$ cat src/logic/hmc_defs.svh
// Register offsets, field positions, reset values and timing counts of the measure control block.
`ifndef HMC_DEFS_SVH
`define HMC_DEFS_SVH

`define HMC_OFS_FRAC 8'h06
`define HMC_OFS_MEAS 8'h07
`define HMC_OFS_DEV 8'h08

`define HMC_RST_FRAC 8'h19
`define HMC_RST_MEAS 8'h0e
`define HMC_RST_DEV 8'h30

`define HMC_BIT_FORCE_OCV 7
`define HMC_BIT_FORCE_THM 6
`define HMC_TPER_OFF 2'h3

`define HMC_CLK_PS 4000
`define HMC_TICK_PS 250000000
`define HMC_TICK_CYCLES (`HMC_TICK_PS / `HMC_CLK_PS)

`define HMC_TMEAS0_MS 50
`define HMC_TMEAS1_MS 100
`define HMC_TMEAS2_MS 250
`define HMC_TMEAS3_MS 500
`define HMC_TICKS_PER_MS 4

`define HMC_HC_FAST 16'h1000
`define HMC_HC_MID 16'h0100
`define HMC_HC_SLOW 16'h0010

`endif

$ cat src/logic/hmc_pkg.sv
// Types shared by the harvester measure control block.
`default_nettype none
package hmc_pkg;

    typedef struct packed {
        logic wr;
        logic rd;
        logic [7:0] addr;
        logic [7:0] wdata;
    } hmc_reg_req_t;

    typedef struct packed {
        logic force_open_circuit_measure;
        logic force_thermal_check;
        logic [1:0] tmeas;
        logic adaptive_settling_sel;
        logic adaptive_period_en;
        logic [1:0] tper;
    } hmc_meas_cfg_t;

    typedef struct packed {
        logic reserved;
        logic [2:0] boost_peak_current_sel;
        logic thermal_monitor_en;
        logic wake_output_override;
        logic device_disable_bit;
        logic boost_disable_bit;
    } hmc_dev_cntl_t;

    typedef enum logic [1:0] {
        HMC_OCV_IDLE = 2'b00,
        HMC_OCV_SETTLE = 2'b01,
        HMC_OCV_DONE = 2'b11
    } hmc_ocv_state_t;

endpackage : hmc_pkg
`default_nettype wire

$ cat src/logic/hmc_top.sv
// Measurement scheduling and override control of the energy harvester.
// Functional notes
// - Five-bit regulation fraction, 42.5 to 89 percent.
// - Force bit 7 starts open-circuit measure unless skipped.
// - Force bit 6 starts thermal check if enabled.
// - Measurement time codes: 50, 100, 250, 500 ms.
// - Fixed settling equals base time when adaptive off.
// - Adaptive settling from pulse count, quarter to double.
// - Adaptive period stores count after twice base time.
// - Count ratio outside half to double forces measure unless asleep.
// - Period 64, 128, 256 base times; code 11 off.
// - Period off means no automatic measurements.
// - Three-bit peak current code drives the converter.
// - Thermal disabled never affects boost operation.
// - Thermal checks each period or forced; may stop boost.
// - Wake override holds wake output high.
// - Device disable bit overrides the enable pin.
// - Boost disable bit overrides internal boost control.
// - Periodic open-circuit bit selects automatic open-circuit runs.
// - Periodic thermal needs its bit and thermal enable.
`timescale 1ns/1ns
`default_nettype none
`include "hmc_defs.svh"
module hmc_top #(
    parameter int unsigned TICK_CYCLES = `HMC_TICK_CYCLES
) (
    input wire logic ref_clk_i,
    input wire logic resetn_i,
    input wire hmc_pkg::hmc_reg_req_t reg_req_i,
    output logic [7:0] reg_rdata_o,
    input wire logic [15:0] harvest_pulse_count_i,
    input wire logic skip_open_circuit_flag_i,
    input wire logic sleep_i,
    input wire logic periodic_open_circuit_en_i,
    input wire logic periodic_thermal_en_i,
    input wire logic boost_logic_en_i,
    input wire logic wake_cmp_i,
    input wire logic enable_pin_n_i,
    input wire logic thermal_trip_i,
    output logic [4:0] frac_setpoint_o,
    output logic [2:0] boost_peak_current_sel_o,
    output logic ocv_settle_o,
    output logic ocv_sample_o,
    output logic thermal_check_o,
    output logic wake_o,
    output logic device_en_o,
    output logic boost_en_o
);
    logic [4:0] frac;
    hmc_pkg::hmc_meas_cfg_t meas;
    hmc_pkg::hmc_dev_cntl_t dev;
    hmc_pkg::hmc_ocv_state_t state;
    logic tick;
    logic [1:0] wake_sync;
    logic [1:0] enb_sync;
    logic [1:0] trip_sync;
    logic ocv_req;
    logic thermal_hot;
    logic [11:0] settle_cnt;
    logic [11:0] settle_target;
    logic [19:0] period_cnt;
    logic [11:0] store_cnt;
    logic store_wait;
    logic stored_valid;
    logic [15:0] stored_count;

    // Pin inputs cross in through two flops before any logic sees them.
    always_ff @(posedge ref_clk_i or negedge resetn_i) begin
        if (!resetn_i) begin
            wake_sync <= 2'h0;
            enb_sync <= 2'h3;
            trip_sync <= 2'h0;
        end else begin
            wake_sync <= {wake_sync[0], wake_cmp_i};
            enb_sync <= {enb_sync[0], enable_pin_n_i};
            trip_sync <= {trip_sync[0], thermal_trip_i};
        end
    end

    hmc_tick #(
        .TICK_CYCLES(TICK_CYCLES)
    ) u_tick (
        .ref_clk_i(ref_clk_i),
        .resetn_i(resetn_i),
        .tick_o(tick)
    );

    // Register decode.
    wire wr_frac = reg_req_i.wr && (reg_req_i.addr == `HMC_OFS_FRAC);
    wire wr_meas = reg_req_i.wr && (reg_req_i.addr == `HMC_OFS_MEAS);
    wire wr_dev = reg_req_i.wr && (reg_req_i.addr == `HMC_OFS_DEV);
    wire force_ocv_wr = wr_meas && reg_req_i.wdata[`HMC_BIT_FORCE_OCV];
    wire force_thm_wr = wr_meas && reg_req_i.wdata[`HMC_BIT_FORCE_THM];
    wire [7:0] rd_value;
    // Force bits are never stored, so they read back as zero.
    assign rd_value = (reg_req_i.addr == `HMC_OFS_FRAC) ? {3'h0, frac} :
                      (reg_req_i.addr == `HMC_OFS_MEAS) ? {2'h0, meas[5:0]} :
                      (reg_req_i.addr == `HMC_OFS_DEV) ? {1'b0, dev[6:0]} :
                      8'h00;

    always_ff @(posedge ref_clk_i or negedge resetn_i) begin
        if (!resetn_i) begin
            frac <= 5'(`HMC_RST_FRAC);
            meas <= `HMC_RST_MEAS;
            dev <= `HMC_RST_DEV;
        end else begin
            if (wr_frac) frac <= reg_req_i.wdata[4:0];
            if (wr_meas) meas <= {2'h0, reg_req_i.wdata[5:0]};
            if (wr_dev) dev <= {1'b0, reg_req_i.wdata[6:0]};
        end
    end

    always_ff @(posedge ref_clk_i or negedge resetn_i) begin
        if (!resetn_i) reg_rdata_o <= 8'h00;
        else if (reg_req_i.rd) reg_rdata_o <= rd_value;
    end

    // Base time in quarter-millisecond ticks, and the period derived from it.
    wire [11:0] base_ticks = (meas.tmeas == 2'h0) ? 12'(`HMC_TMEAS0_MS * `HMC_TICKS_PER_MS) :
                             (meas.tmeas == 2'h1) ? 12'(`HMC_TMEAS1_MS * `HMC_TICKS_PER_MS) :
                             (meas.tmeas == 2'h2) ? 12'(`HMC_TMEAS2_MS * `HMC_TICKS_PER_MS) :
                             12'(`HMC_TMEAS3_MS * `HMC_TICKS_PER_MS);
    wire period_off = (meas.tper == `HMC_TPER_OFF);
    wire [19:0] period_ticks = (meas.tper == 2'h0) ? {2'h0, base_ticks, 6'h00} :
                               (meas.tper == 2'h1) ? {1'b0, base_ticks, 7'h00} :
                               {base_ticks, 8'h00};
    // Strong harvest settles fast; a weak source gets up to twice the base time.
    wire [11:0] adapt_settle = (harvest_pulse_count_i >= `HMC_HC_FAST) ? {2'h0, base_ticks[11:2]} :
                               (harvest_pulse_count_i >= `HMC_HC_MID) ? {1'b0, base_ticks[11:1]} :
                               (harvest_pulse_count_i >= `HMC_HC_SLOW) ? base_ticks :
                               {base_ticks[10:0], 1'b0};
    wire [11:0] next_settle_target = meas.adaptive_settling_sel ? adapt_settle
                                                                 : base_ticks;

    // Automatic period events never fire while the period is off.
    wire period_evt = tick && !period_off && (period_cnt >= period_ticks - 20'h00001);
    wire auto_ocv = period_evt && periodic_open_circuit_en_i;
    wire auto_thm = period_evt && periodic_thermal_en_i && dev.thermal_monitor_en;
    wire adapt_on = meas.adaptive_period_en && !period_off;
    wire ratio_low = {harvest_pulse_count_i, 1'b0} < {1'b0, stored_count};
    wire ratio_high = {1'b0, harvest_pulse_count_i} > {stored_count, 1'b0};
    wire adapt_trig = adapt_on && stored_valid && !sleep_i && (ratio_low || ratio_high);
    wire force_ocv_ok = force_ocv_wr && !skip_open_circuit_flag_i;
    wire ocv_start = (state == hmc_pkg::HMC_OCV_IDLE) && ocv_req;
    wire settle_end = tick && (settle_cnt >= settle_target - 12'h001);

    always_ff @(posedge ref_clk_i or negedge resetn_i) begin
        if (!resetn_i) period_cnt <= 20'h00000;
        else if (period_off || period_evt) period_cnt <= 20'h00000;
        else if (tick) period_cnt <= period_cnt + 20'h00001;
    end

    // A new request set in the same cycle as a start is kept, not lost.
    always_ff @(posedge ref_clk_i or negedge resetn_i) begin
        if (!resetn_i) ocv_req <= 1'b0;
        else if (force_ocv_ok || auto_ocv || adapt_trig) ocv_req <= 1'b1;
        else if (ocv_start) ocv_req <= 1'b0;
    end

    always_ff @(posedge ref_clk_i or negedge resetn_i) begin
        if (!resetn_i) begin
            state <= hmc_pkg::HMC_OCV_IDLE;
            settle_cnt <= 12'h000;
            settle_target <= 12'h001;
        end else begin
            case (state)
                hmc_pkg::HMC_OCV_IDLE: begin
                    settle_cnt <= 12'h000;
                    if (ocv_start) begin
                        settle_target <= next_settle_target;
                        state <= hmc_pkg::HMC_OCV_SETTLE;
                    end
                end
                hmc_pkg::HMC_OCV_SETTLE: begin
                    if (settle_end) state <= hmc_pkg::HMC_OCV_DONE;
                    else if (tick) settle_cnt <= settle_cnt + 12'h001;
                end
                default: state <= hmc_pkg::HMC_OCV_IDLE;
            endcase
        end
    end

    assign ocv_settle_o = (state == hmc_pkg::HMC_OCV_SETTLE);
    assign ocv_sample_o = (state == hmc_pkg::HMC_OCV_DONE);

    // After each measurement, wait twice the base time before the count is taken as reference.
    always_ff @(posedge ref_clk_i or negedge resetn_i) begin
        if (!resetn_i) begin
            store_wait <= 1'b0;
            store_cnt <= 12'h000;
            stored_valid <= 1'b0;
            stored_count <= 16'h0000;
        end else if (!adapt_on || ocv_settle_o || adapt_trig) begin
            store_wait <= 1'b0;
            store_cnt <= 12'h000;
            stored_valid <= 1'b0;
        end else if (ocv_sample_o) begin
            store_wait <= 1'b1;
            store_cnt <= 12'h000;
            stored_valid <= 1'b0;
        end else if (store_wait && tick) begin
            if (store_cnt >= {base_ticks[10:0], 1'b0} - 12'h001) begin
                store_wait <= 1'b0;
                stored_valid <= 1'b1;
                stored_count <= harvest_pulse_count_i;
            end else begin
                store_cnt <= store_cnt + 12'h001;
            end
        end
    end

    // Thermal check pulse; the result is taken one cycle later from the synced comparator.
    wire thm_evt = (force_thm_wr && dev.thermal_monitor_en) || auto_thm;
    always_ff @(posedge ref_clk_i or negedge resetn_i) begin
        if (!resetn_i) begin
            thermal_check_o <= 1'b0;
            thermal_hot <= 1'b0;
        end else begin
            thermal_check_o <= thm_evt;
            if (!dev.thermal_monitor_en) thermal_hot <= 1'b0;
            else if (thermal_check_o) thermal_hot <= trip_sync[1];
        end
    end

    assign frac_setpoint_o = frac;
    assign boost_peak_current_sel_o = dev.boost_peak_current_sel;
    assign wake_o = dev.wake_output_override || wake_sync[1];
    assign device_en_o = !enb_sync[1] && !dev.device_disable_bit;
    assign boost_en_o = device_en_o && boost_logic_en_i && !dev.boost_disable_bit
                        && !thermal_hot;
endmodule : hmc_top
`default_nettype wire

$ cat src/logic/hmc_tick.sv
// Divider that turns the reference clock into a quarter-millisecond enable pulse.
`timescale 1ns/1ns
`default_nettype none
module hmc_tick #(
    parameter int unsigned TICK_CYCLES = 62500
) (
    input wire logic ref_clk_i,
    input wire logic resetn_i,
    output logic tick_o
);
    logic [31:0] count;
    wire last = (count == TICK_CYCLES - 1);

    always_ff @(posedge ref_clk_i or negedge resetn_i) begin
        if (!resetn_i) begin
            count <= 32'h0000_0000;
            tick_o <= 1'b0;
        end else begin
            count <= last ? 32'h0000_0000 : count + 32'h0000_0001;
            tick_o <= last;
        end
    end
endmodule : hmc_tick
`default_nettype wire

$ cat config.mk
export PLATFORM = sky130hd
export DESIGN_NAME = hmc_top
export DESIGN_NICKNAME = d
export VERILOG_FILES = /design/src/logic/hmc_pkg.sv /design/src/logic/hmc_top.sv /design/src/logic/hmc_tick.sv
export VERILOG_INCLUDE_DIRS = /design/src /design/src/logic
export SDC_FILE = /design/constraint.sdc
export NUM_CORES = 1
export LEC_CHECK = 0
export BUFFER_PORTS_ARGS = -buffer_cell sky130_fd_sc_hd__buf_2
export CAP_MARGIN = 20
export CORE_MARGIN = 10
export CORE_UTILIZATION = 63
export CTS_BUF_LIST = sky130_fd_sc_hd__clkbuf_2
export CTS_CLUSTER_DIAMETER = 100
export CTS_CLUSTER_SIZE = 30
export DETAILED_ROUTE_END_ITERATION = 8
export HOLD_SLACK_MARGIN = 0.1
export PLACE_DENSITY = 0.83
export SYNTH_ARGS = -nofsm -noshare
export SYNTH_HDL_FRONTEND = slang
export SYNTH_HIERARCHICAL = 1
export SYNTH_SLANG_ARGS = --single-unit
$ cat constraint.sdc
create_clock -name ref_clk_i -period 4.35 [get_ports ref_clk_i]
set_input_delay 0.6525 -clock ref_clk_i [delete_from_list [all_inputs] [get_ports ref_clk_i]]
set_output_delay 0.6525 -clock ref_clk_i [all_outputs]
set_load 0.005 [all_outputs]
==> reports/qor.yml <==
clock_tree:
  clk_latency_ns: 0.77
  cts_tree: "done"
  clk_path_buf_depth: 2
  cts.sinks: 143
  cts_root_buffer: "clkbuf_2"
  htree_levels: 4
  cts_buffers: 17
  clk_pin_slew_ns: 0.19
sta:
  period_minus_slack_ns: 3.57
  relSlewSlack_pct: 34.0
  max_freq_mhz: 280
  rsz0062_at_grt: "false"
  setup_ws_ns: 0.776
  drv_slew: 0
  timing.setup.tns_ns: 0
  final.setup_skew_ns: 0.0260
  final-setup-viol-count: 0
  max_slew.worst_pin.slew_ns: 0.981
  period_share_pct: 82.2
  hold_viol_final: 0
cells_and_area:
  multiInputGateArea_um2: 4460
  nets: 1026
  stdcell_area_um2: 9090
  final_common_cell: "dfrtp_1"
  layout_common_cells: "132 x dfrtp_1, 98 x nor2_1, 71 x nand2_1, 65 x ha_1, 63 x buf_2"
  fin_cells: 1103
  ff_latch_area_um2: 3590
  syn2layout_area_growth_pct: 9.16
  drive_above_1_share_pct: 17.0
  n_fill_cell: 929
synth:
  synth_area_per_cell_um2: 9.86
  ys_ff_latch: 143
  yosysSeqAreaShare_pct: 43.1
  ys_warn_count: 6
  async_reset_ff_share_pct: 100
  ys_types: 68
  synth_edf_count: 0
  synthCells: 845
  synth_flop_cell: "dfrtp_1"
  syn_area_um2: 8330
routing:
  wl_um: 17800
  route.detailed.wl_per_inst_um: 16.1
  ant_nets: 0
  drcViolationCount: 0
  firstDrtPassIters: 5
  via_per_inst: 5.90
  vias: 6507
  drtIter0Drc: 340
critical_path:
  path_class: "reg2reg"
  worstSetupStartpointType: "flop"
  worst_ep_arrival_time_ns: 4.28
  cp-end-kind: "flop"
  cp_max_fo: 18
  required_ns: 5.05
global_routing:
  grt_usage_pct: 20.0
  grt_pass1_wl_um: 30000
  grt_max_degree: 99
  grt-ovfl-total: 0
  grt_pass1_vias: 6488
  antenna_found_initial: 1
placement:
  place_area_um2: 8790
  io_buffers: 64
  dp_hpwl_um: 13100
  dp.cells: 1059
  gp_congestion: 0.907
  post-place-ws_ns: 0.769
floorplan:
  die_w_um: 135
  ioPinCount: 66
  fp.dieH_um: 135
  rows: 41
  initial_core_util_pct: 65.2
  dieArea_um2: 18200
  coreArea_um2: 12800
pwr:
  peakVddDrop_mv: 0.132
  powerDensity_nw_per_um2: 245
  finalPower_mw: 2.23
  total_leakage_power_nw: 4.18
status:
  status: "finished clean"
job:
  cap_viol_max_count: 0
worst_hold_path:
  hp-class: "in2reg"
-- flip-flops by register name, indices dropped and copies added (netlist names), 2 cells and up --
signal	count
boost_peak_current_sel_o	3
dev	4
enb_sync	2
frac_setpoint_o	5
meas	6
period_cnt	20
reg_rdata_o	7
settle_cnt	12
settle_target	12
state	2
store_cnt	12
stored_count	16
trip_sync	2
u_tick/count	32
wake_sync	2
-- stage by stage --
step                      hold slack (ns)  util, %
after floorplan                     0.331        -
after global placement              0.338     68.8
after detailed placement            0.336     68.8
after CTS                           0.102     71.2
after global routing                0.118     71.2
final                               0.139     71.2
-- metal layers --
metal	track usage [%]	up-vias	wire length, µm
met2	33.3	148	8810
met3	4.86	33	881
met5	0	-	0
met4	7.95	0	339
met1	24.5	3168	7760
li1	-	3158	-
-- final cells by class --
class / instances / share of cell area, %
diodes: 1 / 0.0275
clock buffers: 19 / 1.05
repair buffers: 81 / 5.30
inverters: 38 / 1.57
clock inverters: 13 / 1.10
well taps: 172 / 2.37
flip-flops and latches: 143 / 39.5
multi-input cells: 636 / 49.1
-- final timing paths --
| path | start | end | slack, ns | depth (start not counted) |
|---|---|---|---|---|
| hold / removal | reg_req_i[5] | meas[5] | 0.14 | 2 |
| setup / recovery | meas[4] | period_cnt[19] | 0.78 | 15 |
| max in group asynchronous | resetn_i | boost_peak_current_sel_o[1] | 2.93 | 3 |
| hold reg to reg | trip_sync[0] | trip_sync[1] | 0.38 | 0 |
| setup reg to reg | meas[4] | period_cnt[19] | 0.78 | 15 |
| min in group asynchronous | resetn_i | u_tick/count[31] | 0.51 | 2 |
-- where the power goes --
| group | internal (mW) | switching (mW) | total (mW) |
|---|---|---|---|
| sequential | 1.35 | 0.0180 | 1.37 |
| clock | 0.200 | 0.484 | 0.684 |
| combinational | 0.0740 | 0.104 | 0.178 |
-- worst max-delay path, cell delays in order (launching register included) --
cell and delay, ns:
dfrtp_1 0.52, buf_4 0.24, xor2_1 0.15, nand2b_1 0.07, ha_1 0.22, maj3_1 0.36, nor2_1 0.09, a21oi_1 0.05
ha_1 0.32, a21oi_1 0.15, o211ai_1 0.09, a221oi_1 0.28, nand3_1 0.25, nand2_1 0.13, nand2_1 0.36, nor2_1 0.22
-- cells by family after synthesis --
logic type / count (synthesis) / share of synthesized area (%)
compound gates: 133 / 10.6
xor+xnor: 77 / 8.10
fa+ha+maj: 66 / 9.88
buf+inv: 68 / 3.38
flops: 143 / 43.1
mux: 37 / 5.35
other cells: 2 / 0.0902
simple gates: 319 / 19.5
-- what timing repair did --
action                                 4_1_cts  5_1_grt
endpoints found under the hold margin       99        0
hold buffers                                11        0
setup buffers                                0        0
resized for setup                            0        0
-- cells in the mapped netlist (24+ instances only) --
| master | number | area, µm² |
|---|---|---|
| a21oi_1 | 33 | 165 |
| dfrtp_1 | 132 | 3300 |
| ha_1 | 65 | 813 |
| inv_1 | 38 | 143 |
| mux2_2 | 24 | 270 |
| nand2_1 | 71 | 267 |
| nand3_1 | 31 | 155 |
| nand4_1 | 26 | 163 |
| nor2_1 | 98 | 368 |
| o21ai_0 | 31 | 155 |
| xnor2_1 | 43 | 377 |
| xor2_1 | 34 | 298 |
No activity file was read; power rests on OpenSTA's default activity.
